`src/verilog/eag_map.vh`:
```
// Constants for the effective address generator and stack checker
// How it works
// RULE1: Stack pointer holds first free word; stack grows upward.
// RULE2: Pop decrements pointer before access; push increments it after access.
// RULE3: Call pushes of the program counter clear its top bit.
// RULE4: Exception pushes place the low status byte above the program counter bits.
// RULE5: Stack limit has no reset value; its bit 0 is always zero.
// RULE6: Every stack-pointer effective address is compared with the stack limit.
// RULE7: Push at pointer equal to limit passes; the following push traps.
// RULE8: Stack addresses below 0x0800 raise the stack error trap.
// RULE9: Software avoids a stack-pointer indirect read right after a limit write.
// RULE10: Enabled boot secure RAM accepts only boot segment code; program counter stack pushes are not checked.
// RULE11: Enabled secure segment RAM accepts only secure segment code; program counter stack pushes are not checked.
// RULE12: File register direct uses a 13-bit field, lowest 8192 bytes.
// RULE13: File instructions default to working register 0; write file or it.
// RULE14: First operand is a direct register; second register, memory or literal.
// RULE15: Indirect uses pointer; post adds after use, pre adds signed before.
// RULE16: Indexed adds base register; literal offset adds a literal.
// RULE17: Moves take separate source and destination modes, one shared offset field.
// RULE18: Prefetch pointers 8 and 9 go to X, 10 and 11 to Y.
// RULE19: Dual-operand reads use indirect, indexed, post-modify by 2, 4 or 6; the code also post-decrements by 2, 4 or 6.
// RULE20: Branch uses 16-bit signed literal; interrupt disable a 14-bit literal.
// RULE21: Stack error is a one-cycle request with the offending address.
`ifndef EAG_MAP_VH
`define EAG_MAP_VH

// Addressing modes
`define EAG_M_DIRECT 3'h0
`define EAG_M_IND    3'h1
`define EAG_M_POST   3'h2
`define EAG_M_PRE    3'h3
`define EAG_M_INDEX  3'h4
`define EAG_M_LITOFF 3'h5
`define EAG_M_FILE   3'h6

// Second operand sources
`define EAG_OP2_REG  2'h0
`define EAG_OP2_MEM  2'h1
`define EAG_OP2_L5   2'h2
`define EAG_OP2_L10  2'h3

// Dual-operand read mode codes
`define EAG_MAC_IND  3'h0
`define EAG_MAC_IDX  3'h7

`define EAG_FILE_W      13
`define EAG_SFR_TOP     16'h0800
`define EAG_DEF_DEFAULT_WORKING_REG    4'h0
`define EAG_WORD_STEP   16'h0002
`define EAG_PFX_X_LO    4'h8
`define EAG_PFX_X_HI    4'h9
`define EAG_PFX_Y_LO    4'hA
`define EAG_PFX_Y_HI    4'hB
`define EAG_SP_RESET    16'h0800

`endif

```
`src/verilog/eag_addr_gen.v`:
```
// Address generation, software stack and secure RAM gating for the CPU
`timescale 1ns/100ps
`include "eag_map.vh"

module eag_addr_gen
#(
  parameter        W     = 16,
  parameter [15:0] BS_LO = 16'h0800,
  parameter [15:0] BS_HI = 16'h087F,
  parameter [15:0] SS_LO = 16'h0880,
  parameter [15:0] SS_HI = 16'h08FF
)
(
  input  wire          i_clk,
  input  wire          i_sys_rst,
  input  wire          i_op_valid,
  input  wire [2:0]    i_src_mode,
  input  wire [15:0]   i_src_ptr,
  input  wire          i_src_ptr_is_sp,
  input  wire [15:0]   i_src_mod,
  input  wire [2:0]    i_dst_mode,
  input  wire [15:0]   i_dst_ptr,
  input  wire          i_dst_ptr_is_sp,
  input  wire [15:0]   i_dst_mod,
  input  wire [3:0]    i_offset_idx,
  input  wire [15:0]   i_offset_val,
  input  wire [12:0]   i_file_addr,
  input  wire          i_file_to_default_working_reg,
  input  wire [15:0]   i_op1_val,
  input  wire [1:0]    i_op2_sel,
  input  wire [15:0]   i_op2_reg,
  input  wire [9:0]    i_lit10,
  input  wire          i_call_push,
  input  wire          i_exc_push,
  input  wire [22:0]   i_pc,
  input  wire [7:0]    i_status_low_byte,
  input  wire          i_sp_we,
  input  wire [15:0]   i_sp_wdata,
  input  wire          i_stack_limit_reg_we,
  input  wire [15:0]   i_stack_limit_reg_wdata,
  input  wire          i_mac_valid,
  input  wire [3:0]    i_mac_idx_a,
  input  wire [15:0]   i_mac_val_a,
  input  wire [2:0]    i_mac_mode_a,
  input  wire [3:0]    i_mac_idx_b,
  input  wire [15:0]   i_mac_val_b,
  input  wire [2:0]    i_mac_mode_b,
  input  wire [15:0]   i_mac_off,
  input  wire [15:0]   i_bra_lit,
  input  wire [13:0]   i_interrupt_disable_instr_lit,
  input  wire          i_exec_boot,
  input  wire          i_exec_secure,
  input  wire          i_boot_secure_ram_ctl_en,
  input  wire          i_secure_segment_ram_ctl_en,
  output reg  [15:0]   o_src_ea,
  output reg  [15:0]   o_dst_ea,
  output reg           o_src_mem,
  output reg           o_dst_mem,
  output reg  [15:0]   o_src_wb_val,
  output reg           o_src_wb_en,
  output reg  [15:0]   o_dst_wb_val,
  output reg           o_dst_wb_en,
  output reg  [3:0]    o_offset_idx,
  output reg           o_dst_is_default_working_reg,
  output reg  [3:0]    o_dst_reg_idx,
  output reg  [15:0]   o_op1,
  output reg  [15:0]   o_op2,
  output reg           o_op2_from_mem,
  output reg           o_push_en,
  output reg  [15:0]   o_push_data,
  output reg  [15:0]   o_sp,
  output reg  [15:0]   o_stack_limit,
  output reg           o_stack_err,
  output reg           o_ram_fault,
  output reg           o_busy,
  output reg           o_mac_valid,
  output reg  [15:0]   o_x_rd_addr,
  output reg  [15:0]   o_y_rd_addr,
  output reg  [3:0]    o_x_wb_idx,
  output reg  [15:0]   o_x_wb_val,
  output reg           o_x_wb_en,
  output reg  [3:0]    o_y_wb_idx,
  output reg  [15:0]   o_y_wb_val,
  output reg           o_y_wb_en,
  output reg  [22:0]   o_branch_target,
  output reg  [13:0]   o_interrupt_disable_instr_count
);

  // ****************************************************************
  // State and stack registers
  // ****************************************************************
  localparam [1:0] ST_IDLE = 2'b01;
  localparam [1:0] ST_PCHI = 2'b10;

  reg  [1:0]  state;
  reg  [1:0]  next_state;
  reg  [15:0] stack_pointer_default_working_reg;
  reg  [15:0] next_sp;
  reg  [15:0] stack_limit_reg;
  reg  [15:0] pc_hi_word;
  reg  [15:0] next_pc_hi_word;

  // No reset: the limit is undefined until software loads it
  always @(posedge i_clk)
  begin
    if (i_stack_limit_reg_we)
    begin
      stack_limit_reg <= {i_stack_limit_reg_wdata[15:1], 1'b0};       // RULE5
      o_stack_limit   <= {i_stack_limit_reg_wdata[15:1], 1'b0};
    end
  end

  // ****************************************************************
  // Address calculators
  // ****************************************************************
  wire [15:0] src_ptr = i_src_ptr_is_sp ? stack_pointer_default_working_reg : i_src_ptr;
  wire [15:0] dst_ptr = i_dst_ptr_is_sp ? stack_pointer_default_working_reg : i_dst_ptr;
  wire [15:0] src_ea;
  wire [15:0] dst_ea;
  wire [15:0] src_nxt;
  wire [15:0] dst_nxt;
  wire        src_upd;
  wire        dst_upd;
  wire        src_mem;
  wire        dst_mem;

  // One offset value feeds both sides of a move
  eag_ea_unit #(.W(W)) u_src                                // RULE17
  (
    .i_mode     (i_src_mode),
    .i_ptr      (src_ptr),
    .i_mod      (i_src_mod),
    .i_base     (i_offset_val),
    .i_file     (i_file_addr),
    .o_ea       (src_ea),
    .o_ptr_next (src_nxt),
    .o_ptr_upd  (src_upd),
    .o_mem      (src_mem)
  );

  eag_ea_unit #(.W(W)) u_dst
  (
    .i_mode     (i_dst_mode),
    .i_ptr      (dst_ptr),
    .i_mod      (i_dst_mod),
    .i_base     (i_offset_val),
    .i_file     (i_file_addr),
    .o_ea       (dst_ea),
    .o_ptr_next (dst_nxt),
    .o_ptr_upd  (dst_upd),
    .o_mem      (dst_mem)
  );

  // ****************************************************************
  // Dual-operand prefetch routing
  // ****************************************************************
  function [2:0] mac_mode;
    input [2:0] code;
    begin
      if (code == `EAG_MAC_IND)
        mac_mode = `EAG_M_IND;
      else if (code == `EAG_MAC_IDX)
        mac_mode = `EAG_M_INDEX;
      else
        mac_mode = `EAG_M_POST;
    end
  endfunction

  // Codes 1..3 step +2/+4/+6, codes 4..6 step -2/-4/-6
  function [15:0] mac_step;
    input [2:0] code;
    begin
      case (code)
        3'h1:    mac_step = 16'h0002;                       // RULE19
        3'h2:    mac_step = 16'h0004;
        3'h3:    mac_step = 16'h0006;
        3'h4:    mac_step = 16'hFFFE;
        3'h5:    mac_step = 16'hFFFC;
        3'h6:    mac_step = 16'hFFFA;
        default: mac_step = 16'h0000;
      endcase
    end
  endfunction

  wire a_is_x = (i_mac_idx_a == `EAG_PFX_X_LO) || (i_mac_idx_a == `EAG_PFX_X_HI);
  wire b_is_x = (i_mac_idx_b == `EAG_PFX_X_LO) || (i_mac_idx_b == `EAG_PFX_X_HI);
  wire b_is_y = (i_mac_idx_b == `EAG_PFX_Y_LO) || (i_mac_idx_b == `EAG_PFX_Y_HI);
  wire a_is_y = (i_mac_idx_a == `EAG_PFX_Y_LO) || (i_mac_idx_a == `EAG_PFX_Y_HI);
  wire x_from_a = a_is_x;                                   // RULE18
  wire x_ok     = a_is_x | b_is_x;
  wire y_from_a = a_is_y & ~b_is_y;                         // RULE18
  wire y_ok     = a_is_y | b_is_y;
  wire [3:0]  x_idx  = x_from_a ? i_mac_idx_a : i_mac_idx_b;
  wire [15:0] x_ptr  = x_from_a ? i_mac_val_a : i_mac_val_b;
  wire [2:0]  x_code = x_from_a ? i_mac_mode_a : i_mac_mode_b;
  wire [3:0]  y_idx  = y_from_a ? i_mac_idx_a : i_mac_idx_b;
  wire [15:0] y_ptr  = y_from_a ? i_mac_val_a : i_mac_val_b;
  wire [2:0]  y_code = y_from_a ? i_mac_mode_a : i_mac_mode_b;
  wire [15:0] x_ea;
  wire [15:0] y_ea;
  wire [15:0] x_nxt;
  wire [15:0] y_nxt;
  wire        x_upd;
  wire        y_upd;

  eag_ea_unit #(.W(W)) u_xrd
  (
    .i_mode     (mac_mode(x_code)),
    .i_ptr      (x_ptr),
    .i_mod      (mac_step(x_code)),
    .i_base     (i_mac_off),
    .i_file     (13'h0000),
    .o_ea       (x_ea),
    .o_ptr_next (x_nxt),
    .o_ptr_upd  (x_upd),
    .o_mem      ()
  );

  eag_ea_unit #(.W(W)) u_yrd
  (
    .i_mode     (mac_mode(y_code)),
    .i_ptr      (y_ptr),
    .i_mod      (mac_step(y_code)),
    .i_base     (i_mac_off),
    .i_file     (13'h0000),
    .o_ea       (y_ea),
    .o_ptr_next (y_nxt),
    .o_ptr_upd  (y_upd),
    .o_mem      ()
  );

  // ****************************************************************
  // Checks
  // ****************************************************************
  function stk_bad;
    input [15:0] ea;
    begin
      stk_bad = (ea > stack_limit_reg) || (ea < `EAG_SFR_TOP); // RULE7 RULE8
    end
  endfunction

  function ram_bad;
    input [15:0] ea;
    begin
      ram_bad = (i_boot_secure_ram_ctl_en && ea >= BS_LO && ea <= BS_HI && !i_exec_boot)  // RULE10
             || (i_secure_segment_ram_ctl_en && ea >= SS_LO && ea <= SS_HI && !i_exec_secure); // RULE11
    end
  endfunction

  wire [15:0] push_lo = i_pc[15:0];
  wire [15:0] push_hi = i_exc_push ? {i_status_low_byte, 1'b0, i_pc[22:16]} // RULE4
                                   : {8'h00, 1'b0, i_pc[22:16]};          // RULE3
  wire pc_push  = (i_call_push | i_exc_push) & state[0];
  wire in_pchi  = state[1];
  wire op_go    = i_op_valid & state[0] & ~pc_push;
  wire src_sp   = op_go & i_src_ptr_is_sp & src_mem;
  wire dst_sp   = op_go & i_dst_ptr_is_sp & dst_mem;
  wire stk_err  = ((pc_push | in_pchi) & stk_bad(stack_pointer_default_working_reg))
                | (src_sp & stk_bad(src_ea))                // RULE6
                | (dst_sp & stk_bad(dst_ea));

  // ****************************************************************
  // Next state
  // ****************************************************************
  always @*
  begin
    next_state      = state;
    next_sp         = stack_pointer_default_working_reg;
    next_pc_hi_word = pc_hi_word;
    case (state)
      ST_IDLE:
      begin
        if (pc_push)
        begin
          next_sp         = stack_pointer_default_working_reg + `EAG_WORD_STEP; // RULE2
          next_pc_hi_word = push_hi;
          next_state      = ST_PCHI;
        end
        else if (op_go)
        begin
          // Pop uses pre-decrement, push post-increment
          if (i_src_ptr_is_sp && src_upd)
            next_sp = src_nxt;                              // RULE2
          if (i_dst_ptr_is_sp && dst_upd)
            next_sp = dst_nxt;
        end
      end
      ST_PCHI:
      begin
        next_sp    = stack_pointer_default_working_reg + `EAG_WORD_STEP;
        next_state = ST_IDLE;
      end
      default:
        next_state = ST_IDLE;
    endcase
    if (i_sp_we)
      next_sp = i_sp_wdata;
    next_sp[0] = 1'b0;                                      // RULE1
  end

  // ****************************************************************
  // Output registers
  // ****************************************************************
  always @(posedge i_clk or posedge i_sys_rst)
  begin
    if (i_sys_rst)
    begin
      state              <= ST_IDLE;
      stack_pointer_default_working_reg <= `EAG_SP_RESET;
      pc_hi_word         <= 16'h0000;
      o_src_ea           <= 16'h0000;
      o_dst_ea           <= 16'h0000;
      o_src_mem          <= 1'b0;
      o_dst_mem          <= 1'b0;
      o_src_wb_val       <= 16'h0000;
      o_src_wb_en        <= 1'b0;
      o_dst_wb_val       <= 16'h0000;
      o_dst_wb_en        <= 1'b0;
      o_offset_idx       <= 4'h0;
      o_dst_is_default_working_reg      <= 1'b0;
      o_dst_reg_idx      <= 4'h0;
      o_op1              <= 16'h0000;
      o_op2              <= 16'h0000;
      o_op2_from_mem     <= 1'b0;
      o_push_en          <= 1'b0;
      o_push_data        <= 16'h0000;
      o_sp               <= `EAG_SP_RESET;
      o_stack_err        <= 1'b0;
      o_ram_fault        <= 1'b0;
      o_busy             <= 1'b0;
      o_mac_valid        <= 1'b0;
      o_x_rd_addr        <= 16'h0000;
      o_y_rd_addr        <= 16'h0000;
      o_x_wb_idx         <= 4'h0;
      o_x_wb_val         <= 16'h0000;
      o_x_wb_en          <= 1'b0;
      o_y_wb_idx         <= 4'h0;
      o_y_wb_val         <= 16'h0000;
      o_y_wb_en          <= 1'b0;
      o_branch_target    <= 23'h000000;
      o_interrupt_disable_instr_count       <= 14'h0000;
    end
    else
    begin
      state              <= next_state;
      stack_pointer_default_working_reg <= next_sp;
      pc_hi_word         <= next_pc_hi_word;
      o_sp               <= next_sp;
      o_busy             <= next_state[1];
      o_push_en          <= pc_push | in_pchi;
      o_push_data        <= in_pchi ? pc_hi_word : push_lo;
      o_src_ea           <= src_ea;
      o_dst_ea           <= (pc_push | in_pchi) ? stack_pointer_default_working_reg : dst_ea;
      o_src_mem          <= op_go & src_mem;
      o_dst_mem          <= op_go & dst_mem;
      o_src_wb_val       <= src_nxt;
      o_src_wb_en        <= op_go & src_upd & ~i_src_ptr_is_sp;
      o_dst_wb_val       <= dst_nxt;
      o_dst_wb_en        <= op_go & dst_upd & ~i_dst_ptr_is_sp;
      o_offset_idx       <= i_offset_idx;                   // RULE17
      o_dst_is_default_working_reg      <= op_go & i_file_to_default_working_reg;
      o_dst_reg_idx      <= `EAG_DEF_DEFAULT_WORKING_REG;                  // RULE13
      o_op1              <= i_op1_val;                      // RULE14
      case (i_op2_sel)
        `EAG_OP2_L5:  o_op2 <= {11'h000, i_lit10[4:0]};     // RULE14
        `EAG_OP2_L10: o_op2 <= {6'h00, i_lit10};
        default:      o_op2 <= i_op2_reg;
      endcase
      o_op2_from_mem     <= op_go & (i_op2_sel == `EAG_OP2_MEM);
      o_stack_err        <= stk_err;                        // RULE21
      o_ram_fault        <= (op_go & src_mem & ram_bad(src_ea))
                          | (op_go & dst_mem & ram_bad(dst_ea))
                          | (i_mac_valid & x_ok & ram_bad(x_ea))
                          | (i_mac_valid & y_ok & ram_bad(y_ea));
      o_mac_valid        <= i_mac_valid & x_ok & y_ok;
      o_x_rd_addr        <= x_ea;
      o_y_rd_addr        <= y_ea;
      o_x_wb_idx         <= x_idx;
      o_x_wb_val         <= x_nxt;
      o_x_wb_en          <= i_mac_valid & x_ok & x_upd;
      o_y_wb_idx         <= y_idx;
      o_y_wb_val         <= y_nxt;
      o_y_wb_en          <= i_mac_valid & y_ok & y_upd;
      o_branch_target    <= i_pc + {{6{i_bra_lit[15]}}, i_bra_lit, 1'b0}; // RULE20
      o_interrupt_disable_instr_count       <= i_interrupt_disable_instr_lit;                     // RULE20
    end
  end

endmodule

```
`src/verilog/eag_ea_unit.v`:
```
// One effective address calculator for a single pointer
`timescale 1ns/100ps
`include "eag_map.vh"

module eag_ea_unit
#(
  parameter W = 16
)
(
  input  wire [2:0]   i_mode,
  input  wire [W-1:0] i_ptr,
  input  wire [W-1:0] i_mod,
  input  wire [W-1:0] i_base,
  input  wire [12:0]  i_file,
  output reg  [W-1:0] o_ea,
  output reg  [W-1:0] o_ptr_next,
  output reg          o_ptr_upd,
  output reg          o_mem
);

  always @*
  begin
    o_ea       = i_ptr;
    o_ptr_next = i_ptr;
    o_ptr_upd  = 1'b0;
    o_mem      = 1'b1;
    case (i_mode)
      `EAG_M_IND:
        o_ea = i_ptr;                                       // RULE15
      `EAG_M_POST:
      begin
        o_ea       = i_ptr;                                 // RULE15
        o_ptr_next = i_ptr + i_mod;
        o_ptr_upd  = 1'b1;
      end
      `EAG_M_PRE:
      begin
        o_ptr_next = i_ptr + i_mod;                         // RULE15
        o_ea       = i_ptr + i_mod;
        o_ptr_upd  = 1'b1;
      end
      `EAG_M_INDEX:
        o_ea = i_ptr + i_base;                              // RULE16
      `EAG_M_LITOFF:
        o_ea = i_ptr + i_mod;                               // RULE16
      `EAG_M_FILE:
        o_ea = {{(W-`EAG_FILE_W){1'b0}}, i_file};           // RULE12
      default:
        o_mem = 1'b0;
    endcase
  end

endmodule

```
`config.mk`:
```
export PLATFORM = sky130hd
export DESIGN_NAME = eag_addr_gen
export DESIGN_NICKNAME = d
export VERILOG_FILES = /design/src/verilog/eag_addr_gen.v /design/src/verilog/eag_ea_unit.v
export VERILOG_INCLUDE_DIRS = /design/src /design/src/verilog
export SDC_FILE = /design/constraint.sdc
export NUM_CORES = 1
export LEC_CHECK = 0
export BUFFER_PORTS_ARGS = -buffer_cell sky130_fd_sc_hd__buf_2
export CAP_MARGIN = 20
export CORE_AREA = 2 2 232 234
export DETAILED_ROUTE_END_ITERATION = 10
export DIE_AREA = 0 0 234 236
export PLACE_DENSITY = 0.73
export SYNTH_ARGS = -nofsm -noshare
export SYNTH_HDL_FRONTEND = slang
export SYNTH_HIERARCHICAL = 1
export SYNTH_SLANG_ARGS = --single-unit
```
`constraint.sdc`:
```
create_clock -name i_clk -period 21.3 [get_ports i_clk]
set_input_delay 3.195 -clock i_clk [delete_from_list [all_inputs] [get_ports i_clk]]
set_output_delay 3.195 -clock i_clk [all_outputs]
set_load 0.02 [all_outputs]
```
==> results of run 1 <==
-- cell type report --
type,count,share of cell area [%]
Timing Repair Buffer,596,11.23
Antenna cell,10,0.09276
Inverter,92,1.308
Multi-Input combinational cell,2026,53.13
Clock inverter,22,0.9230
Clock buffer,42,3.455
Sequential cell,284,26.63
Tap cell,696,3.228
-- report_power, final --
part           internal (mW)  switching, mW
combinational          0.493          0.869
clock                  0.357          0.268
sequential             0.673          0.114
total                   1.52           1.25
-- path summary, 6_finish.rpt --
kind                                                            from             to  slack, ns  cells after the start
worst max-delay path                                  i_mac_idx_b[1]    o_ram_fault      13.67                     19
worst max register to register  stack_pointer_default_working_reg[7]    o_stack_err      16.33                     15
max in group asynchronous                                  i_sys_rst    o_dst_ea[2]      17.09                      3
worst min register to register                         pc_hi_word[9]  pc_hi_word[9]       0.48                      2
worst min-delay path                                   pc_hi_word[9]  pc_hi_word[9]       0.48                      2
min in group asynchronous                                  i_sys_rst       o_op2[0]       2.79                      2
-- per-stage QoR --
step / cell area [um2] / cells / utilization [%]
detailed placement: 25770 / 3694 / 48.56
global placement: 25770 / 3694 / 48.56
global route: 26970 / 3766 / 50.82
finish: 26980 / 3768 / 50.83
CTS: 26950 / 3758 / 50.78
floorplan: 22340 / 2517 / -
-- worst max-delay path, stage by stage --
cell      delay, ns
buf_2          0.21
nand3b_1       0.26
nand3_1        0.45
buf_4          0.34
mux2_2         0.46
ha_1           0.26
fa_1           0.42
a211oi_1       0.31
o21bai_1       0.18
a221oi_2       0.43
o21ai_0        0.19
xor2_1         0.17
a21oi_1        0.14
o21ai_0        0.18
nor4_1         0.34
nand2_1        0.12
a211oi_1       0.18
o21ai_0        0.16
nand3_1        0.11
-- layer usage --
metal / share of wire, % / vias to the layer above
met3: 9.1 / 241
met4: 5.7 / 14
met2: 46 / 1128
li1: - / 10260
met5: 0.11 / -
met1: 39 / 10360
-- cell usage in the layout (no fill, tap or decap), types with 30 or more instances in the layout --
cell         n
ha_1       189
xor2_1      59
nor3_1      50
xnor2_1     67
buf_2      582
a211oi_1    48
nor2_1     165
a21oi_1    165
conb_1      36
mux2_2     104
a21o_1      53
clkbuf_16   35
dfrtp_1    267
nand3_1     44
mux2i_1     56
inv_1       91
o21ai_0    161
o211ai_1    37
nor2b_1     30
nand2_1    293
==> tab_implementation.tex, run 1 <==
\begin{tabular}{lr}
\hline
Metric & Value \\
\hline
\multicolumn{2}{l}{\textbf{Timing}} \\
\quad Setup repair after global routing missed its margin & no \\
\quad Shortest period the worst path allows & around 7.6 ns \\
\quad Number of pins with negative max-slew slack in the final report & 0 \\
\quad Setup WS post-layout & $\sim$14 ns \\
\quad Final hold vios & 0 \\
\quad Count of final setup violators & 0 \\
\quad Worst-case hold slack & 0.4791 ns \\
\quad Total Neg Setup Slack & 0 ns \\
\quad Largest clock skew in the final design & $\sim$0.023 ns \\
\quad Relative slew slack & 29.86\% \\
\quad Fraction of the cycle the final worst path needs & 35.84\% \\
\quad Fmax & 131.0 MHz \\
\quad Worst Max-Slew Pin Slew & about 1.0 ns \\
\multicolumn{2}{l}{\textbf{Clock tree}} \\
\quad Level count of the clock H-tree & 2 \\
\quad Clock root buffer & clkbuf\_16 \\
\quad Post-CTS Repair Setup Buffers & 0 \\
\quad CTS tree & done \\
\quad Clock latency reported for the late side of the worst-skew pair & 0.57 ns \\
\quad Deepest clock path buffer count & 3 \\
\quad TritonCTS Sinks & approximately 280 \\
\quad Number of buffers added to fix hold violations after cts & 0 \\
\quad Num CTS Buffers & 35 \\
\quad Clock transition at the registers of the reported paths & 0.06 ns \\
\quad Total of cells resized after clock tree synthesis & 0 \\
\multicolumn{2}{l}{\textbf{Synthesis}} \\
\quad Yosys warns & 6 \\
\quad Post-synthesis cell count & 2482 \\
\quad Synth Cell Area & roughly 22000 um2 \\
\quad Avg Cell Area, Syn & around 8.9 um2 \\
\multicolumn{2}{l}{\textbf{Placement}} \\
\quad Routability-driven placement congestion ratio & between 0.9 and 1 \\
\quad Total of buffers placed on input and output ports & between 500 and 600 \\
\quad DPL Wire Length & slightly below 70 mm \\
\quad Post-place setup slack & $\sim$13 ns \\
\multicolumn{2}{l}{\textbf{Route}} \\
\quad Vias & 22000 \\
\quad Routed wire length per instance & roughly 23 um \\
\quad DRT Pass-1 Iters & 5 \\
\quad Post-detailed-route DRC marker count & 0 \\
\quad Antenna viol nets, final & 0 \\
\quad Starting DRT DRC Count & $\sim$2100 \\
\quad Via density per instance & around 6 \\
\quad Wire length after detailed routing & around 85 mm \\
\multicolumn{2}{l}{\textbf{Final layout}} \\
\quad Total area of sequential cells & around 7000 um2 \\
\quad Layout area overhead & 21.48\% \\
\quad Number of nets in the finished design & between 3000 and 4000 \\
\quad Most flops, register & o\_branch\_target \\
\quad Fraction of final layout cells sized beyond drive strength 1 & 26.91\% \\
\quad Max reg flops & 23 \\
\quad Filler cell count & between 4000 and 5000 \\
\quad Area of the multi-input gates & around 14000 um2 \\
\multicolumn{2}{l}{\textbf{Worst hold path}} \\
\quad Class of the worst hold path & flip-flop to flip-flop \\
\multicolumn{2}{l}{\textbf{GRT}} \\
\quad Pin count of the biggest net entering global routing & 154 \\
\quad Met3 usage & a little over 7\% \\
\quad Global-route wire length before repair & approximately 120 mm \\
\quad Overall fraction of global-route tracks in use & between 20\% and 30\% \\
\quad Antenna violations before repair & 17 \\
\quad Met1 global-route usage & a little under two fifths \\
\quad Number of global-route vias before repair & 20420 \\
\quad Met2 Resource Use GR & a little under half \\
\quad Total gr overflow & 0 \\
\quad Top Usage Layer GRT & met2 \\
\multicolumn{2}{l}{\textbf{Setup path}} \\
\quad Data arrival time of the critical path & a little over 8 ns \\
\quad Category of the worst setup path capture point & flip-flop \\
\quad Critical path startpoint category & primary input \\
\quad Critical path fanouts, max & 16 \\
\quad Worst EP required & 21.80 ns \\
\quad Worst Path Class, Setup & primary input to flip-flop \\
\multicolumn{2}{l}{\textbf{Floorplan}} \\
\quad Die Width & around 230 um \\
\quad Die area & 55220 um2 \\
\quad I/O Pins & between 500 and 600 \\
\quad Die boundary height & roughly 240 um \\
\quad Placeable core region & approximately 53000 um2 \\
\quad Initial cell density of the core & roughly two fifths \\
\quad Standard-cell row count & 85 \\
\multicolumn{2}{l}{\textbf{Power}} \\
\quad Highest ir drop seen on vdd & 79.87 uV \\
\quad Power, Total & 2.775 mW \\
\quad P\_leak & approximately 13 nW \\
\quad Power density over the cells & 102.9 nW/um2 \\
\multicolumn{2}{l}{\textbf{Job}} \\
\quad Max Cap Viol & 0 \\
\multicolumn{2}{l}{\textbf{Run status}} \\
\quad Result of the run & finished clean \\
\hline
\end{tabular}
No activity file was read; power rests on OpenSTA's default activity.
==> run 2: changes to the inputs <==
Settings changed: ABC_AREA set to 1, CORE_AREA 2 2 232 234 to not set, CORE_MARGIN set to 2, CORE_UTILIZATION set to 45, DIE_AREA 0 0 234 236 to not set, PLACE_DENSITY 0.73 to 0.77.
Clock period 21.3 ns to 7.6 ns, I/O delays scaled along.
==> run 2 against run 1 <==
Effect of this change:
- synthesized area is 3.5% higher
- highest routed layer unchanged
- flip-flop and latch count stayed put
- clock-buffer cell count is 1 higher
- non-clock buffer count is 2 higher
- via count is 16% higher
- final cell count is 24% higher
- sequential power grew to 2.8 times the previous value
==> tab_implementation.tex, run 2 <==
\begin{tabular}{lr}
\hline
Metric & Value \\
\hline
\multicolumn{2}{l}{\textbf{Run status}} \\
\quad Result of the run & finished clean (unchanged) \\
\multicolumn{2}{l}{\textbf{Route}} \\
\quad DRT Pass-1 Iters & 8 (was 5) \\
\quad Post-detailed-route DRC marker count & 0 (unchanged) \\
\quad Vias & 25420 (was 22000) \\
\quad Routed wire length per instance & 20.42 um (was 22.58 um) \\
\quad DRT met1 WL & 35.95 mm (was 33.25 mm) \\
\quad Wire length after detailed routing & 95.78 mm (was 85.08 mm) \\
\quad Routed wl met2 & 43.31 mm (was 39.16 mm) \\
\quad Via density per instance & 5.420 (was 5.839) \\
\quad Starting DRT DRC Count & 2661 (was 2125) \\
\quad Antenna viol nets, final & 0 (unchanged) \\
\quad Wire length on met3 & 9.328 mm (was 7.722 mm) \\
\quad Top Metal Used & met5 (unchanged) \\
\multicolumn{2}{l}{\textbf{Final layout}} \\
\quad Number of nets in the finished design & 4500 (was 3550) \\
\quad Most frequent cells in the layout & nand2\_1 (1228), buf\_2 (582), inv\_1 (402), nand3\_1 (344), dfrtp\_1 (267) (was buf\_2 (582), nand2\_1 (293), dfrtp\_1 (267), ha\_1 (189)) \\
\quad Layout area overhead & 20.52\% (was 21.48\%) \\
\quad Fraction of final layout cells sized beyond drive strength 1 & 20.43\% (was 26.91\%) \\
\quad Most common cell after layout, fill and taps aside & nand2\_1 (was buf\_2) \\
\quad Core utilization of the finished layout & 55.10\% (was 50.83\%) \\
\quad Non-Filler Instances & 4690 (was 3768) \\
\quad Max reg flops & 23 (unchanged) \\
\quad Most flops, register & o\_branch\_target (unchanged) \\
\multicolumn{2}{l}{\textbf{Timing}} \\
\quad Setup WS post-layout & 2.355 ns (was 13.67 ns) \\
\quad Number of pins with negative max-slew slack in the final report & 0 (unchanged) \\
\quad Count of final setup violators & 0 (unchanged) \\
\quad Fmax & around 190 MHz \\
\quad Setup repair after global routing missed its margin & no (unchanged) \\
\quad Worst Max-Slew Pin Slew & 1.163 ns (was 1.041 ns) \\
\quad Final hold vios & 0 (unchanged) \\
\quad Fraction of the cycle the final worst path needs & between 60 and 70\% \\
\quad Largest clock skew in the final design & 0.03171 ns (was 0.02287 ns) \\
\quad Shortest period the worst path allows & approximately 5.2 ns \\
\quad Relative slew slack & 22.17\% (was 29.86\%) \\
\quad Total Neg Setup Slack & 0 ns (unchanged) \\
\multicolumn{2}{l}{\textbf{Worst hold path}} \\
\quad Class of the worst hold path & flip-flop to flip-flop (unchanged) \\
\quad Hold Path Cell Cnt & 2 (unchanged) \\
\quad Origin of the worst min-delay path & pc\_hi\_word[1] (was pc\_hi\_word[9]) \\
\quad Worst min-delay path endpoint & o\_push\_data[1] (was pc\_hi\_word[9]) \\
\multicolumn{2}{l}{\textbf{Setup path}} \\
\quad Crit-path max cell delay & 0.99 ns (was 0.46 ns) \\
\quad Worst EP required & 8.05 ns (was 21.80 ns) \\
\quad Cell repeated most along the worst path & nand2\_1 (was o21ai\_0) \\
\quad Critical path startpoint category & primary input (unchanged) \\
\quad Start of the worst register-to-register path & stack\_pointer\_default\_working\_reg[6] (was stack\_pointer\_default\_working\_reg[7]) \\
\quad Slowest cell on the critical path & o21ai\_0 (was mux2\_2) \\
\quad Data arrival time of the critical path & 5.69 ns (was 8.13 ns) \\
\quad Reg-to-reg setup timing slack & 3.16 ns (was 16.33 ns) \\
\quad Crit-path cells & buf\_2, clkinv\_1, o21ai\_0, ha\_1, nand2\_2, inv\_1, nand2\_1, nand2\_1, inv\_1, nand2\_2, xor2\_1, nand2\_1, nand4\_1, ha\_1, nand2\_1, inv\_1, a21oi\_1, nand2\_1, nand2\_1, nand2\_1, nand2\_1, nand2\_1, nand2\_1, nand3\_1 (was buf\_2, nand3b\_1, nand3\_1, buf\_4, mux2\_2, ha\_1, fa\_1, a211oi\_1, o21bai\_1, a221oi\_2, o21ai\_0, xor2\_1, a21oi\_1, o21ai\_0, nor4\_1, nand2\_1, a211oi\_1, o21ai\_0, nand3\_1) \\
\quad Number of buffers and inverters on the critical path & 5 (was 2) \\
\quad Critical path fanouts, max & 26 (was 16) \\
\quad Reg2Reg Capture Point & o\_stack\_err (unchanged) \\
\quad Category of the worst setup path capture point & flip-flop (unchanged) \\
\quad Delay-heaviest family, CP & simple AND/OR/NAND/NOR gates (was compound AO/OA/AOI/OAI gates) \\
\quad Worst R2R Path Depth & 23 (was 15) \\
\quad Worst Path Class, Setup & primary input to flip-flop (unchanged) \\
\quad Crit path launch & i\_src\_ptr\_is\_sp (was i\_mac\_idx\_b[1]) \\
\multicolumn{2}{l}{\textbf{Clock tree}} \\
\quad Deepest clock path buffer count & 3 (unchanged) \\
\quad Total of cells resized after clock tree synthesis & 0 (unchanged) \\
\quad Clock transition at the registers of the reported paths & 0.07 ns (was 0.06 ns) \\
\quad Number of buffers added to fix hold violations after cts & 0 (unchanged) \\
\quad Post-CTS Repair Setup Buffers & 0 (unchanged) \\
\quad Num CTS Buffers & 34 (was 35) \\
\quad Clock latency reported for the late side of the worst-skew pair & 0.57 ns (about the same) \\
\quad Clock root buffer & clkbuf\_16 (unchanged) \\
\quad CTS tree & done (unchanged) \\
\quad Level count of the clock H-tree & 2 (unchanged) \\
\quad TritonCTS Sinks & 284 (unchanged) \\
\multicolumn{2}{l}{\textbf{GRT}} \\
\quad Number of global-route vias before repair & 23360 (was 20420) \\
\quad Overall fraction of global-route tracks in use & 35.12\% (was 29.74\%) \\
\quad Pin count of the biggest net entering global routing & 163 (was 154) \\
\quad Global-route wire length before repair & 140.2 mm (was 124.4 mm) \\
\quad Total gr overflow & 0 (unchanged) \\
\quad Antenna violations before repair & 12 (was 17) \\
\multicolumn{2}{l}{\textbf{Power}} \\
\quad Cell-internal power & 4.002 mW (was 1.523 mW) \\
\quad Sequential cell fraction of total power & 27.9\% (was 28.4\%) \\
\quad Switching power as a share of total power & 48.44\% (was 45.12\%) \\
\quad Clock power frac & 21.6\% (was 22.5\%) \\
\quad Combinational share of power & 50.5\% (was 49.1\%) \\
\quad Power density over the cells & 280.2 nW/um2 (was 102.9 nW/um2) \\
\quad Highest ir drop seen on vdd & 163.2 uV (was 79.87 uV) \\
\quad Power, Total & 7.762 mW (was 2.775 mW) \\
\quad P\_leak & 15.62 nW (was 12.82 nW) \\
\quad Net Sw Power & 3.760 mW (was 1.252 mW) \\
\multicolumn{2}{l}{\textbf{Floorplan}} \\
\quad Initial cell density of the core & 45.72\% (was 41.84\%) \\
\quad Die Width & 230.0 um (was 234 um) \\
\quad Die area & 52900 um2 (was 55220 um2) \\
\quad Placeable core region & 50270 um2 (was 53070 um2) \\
\quad I/O Pins & 591 (unchanged) \\
\quad Die boundary height & 230.0 um (was 236 um) \\
\quad Standard-cell row count & 82 (was 85) \\
\multicolumn{2}{l}{\textbf{Placement}} \\
\quad Routability-driven placement congestion ratio & 1.072 (was 0.9997) \\
\quad Total of buffers placed on input and output ports & 582 (unchanged) \\
\quad Post-place setup slack & 2.031 ns (was 13.22 ns) \\
\quad DPL Wire Length & 77.81 mm (was 67.28 mm) \\
\quad Placed Cells & 4620 (was 3694) \\
\multicolumn{2}{l}{\textbf{Synthesis}} \\
\quad Yosys warns & 6 (unchanged) \\
\quad Synth Cell Area & 22980 um2 (was 22210 um2) \\
\quad Post-synthesis cell count & 3389 (was 2482) \\
\quad Avg Cell Area, Syn & 6.782 um2 (was 8.947 um2) \\
\multicolumn{2}{l}{\textbf{Job}} \\
\quad Max Cap Viol & 0 (unchanged) \\
\hline
\end{tabular}
[run 2: per-stage QoR]
stage / cell area (um2) / hold slack [ns]
final: 27700 / 0.4826
after CTS: 27670 / 0.4659
after global routing: 27690 / 0.4969
after global placement: 26520 / 0.4632
after detailed placement: 26520 / 0.4620
after floorplan: 23110 / 0.4492
[run 2: how the worst max path moves through the flow]
stage	to	slack (ns)	depth (start not counted)
2_1_floorplan	o_branch_target[0]	2.91	1
3_3_place_gp	o_stack_err	2.10	24
3_5_place_dp	o_stack_err	2.03	24
4_1_cts	o_ram_fault	2.60	22
5_1_grt	o_ram_fault	2.09	22
6_report	o_stack_err	2.35	24
[run 2: layout make-up]
| type | count | area, um2 |
|---|---|---|
| antenna | 9 | 22.52 |
| inverter | 439 | 1652 |
| timing repair buffer | 598 | 3045 |
| fill | 5043 | 22570 |
| tap | 672 | 840.8 |
| clock buffer | 43 | 945.9 |
| multi-input combinational | 2628 | 13800 |
| sequential | 284 | 7184 |
| clock inverter | 17 | 205.2 |
[run 2: worst reg2reg max path: stages (launching register included)]
cell and delay, ns:
dfrtp_1 0.56, inv_1 0.29, o21ai_0 0.79, ha_1 0.43, nand2_2 0.15, inv_1 0.05, nand2_1 0.05, nand2_1 0.07
inv_1 0.07, nand2_2 0.07, xor2_1 0.17, nand2_1 0.10, nand4_1 0.39, ha_1 0.47, nand2_1 0.09, inv_1 0.04
a21oi_1 0.13, nand2_1 0.06, nand2_1 0.05, nand2_1 0.04, nand2_1 0.07, nand2_1 0.05, nand2_1 0.05, nand3_1 0.08
[run 2: power groups by stage]
stage	Clock, mW	Combinational (mW)	Sequential, mW
floorplan	0	2.10	2.46
global placement	0	3.77	2.18
detailed placement	0	3.81	2.18
CTS	1.70	3.83	2.16
global route	1.76	4.24	2.19
finish	1.68	3.92	2.17
[run 2: metal layers]
metal	vias up	GRT usage, %
met4	12	23.21
li1	12100	-
met3	320	7.366
met2	1410	56.92
met5	-	0
met1	11570	42.18
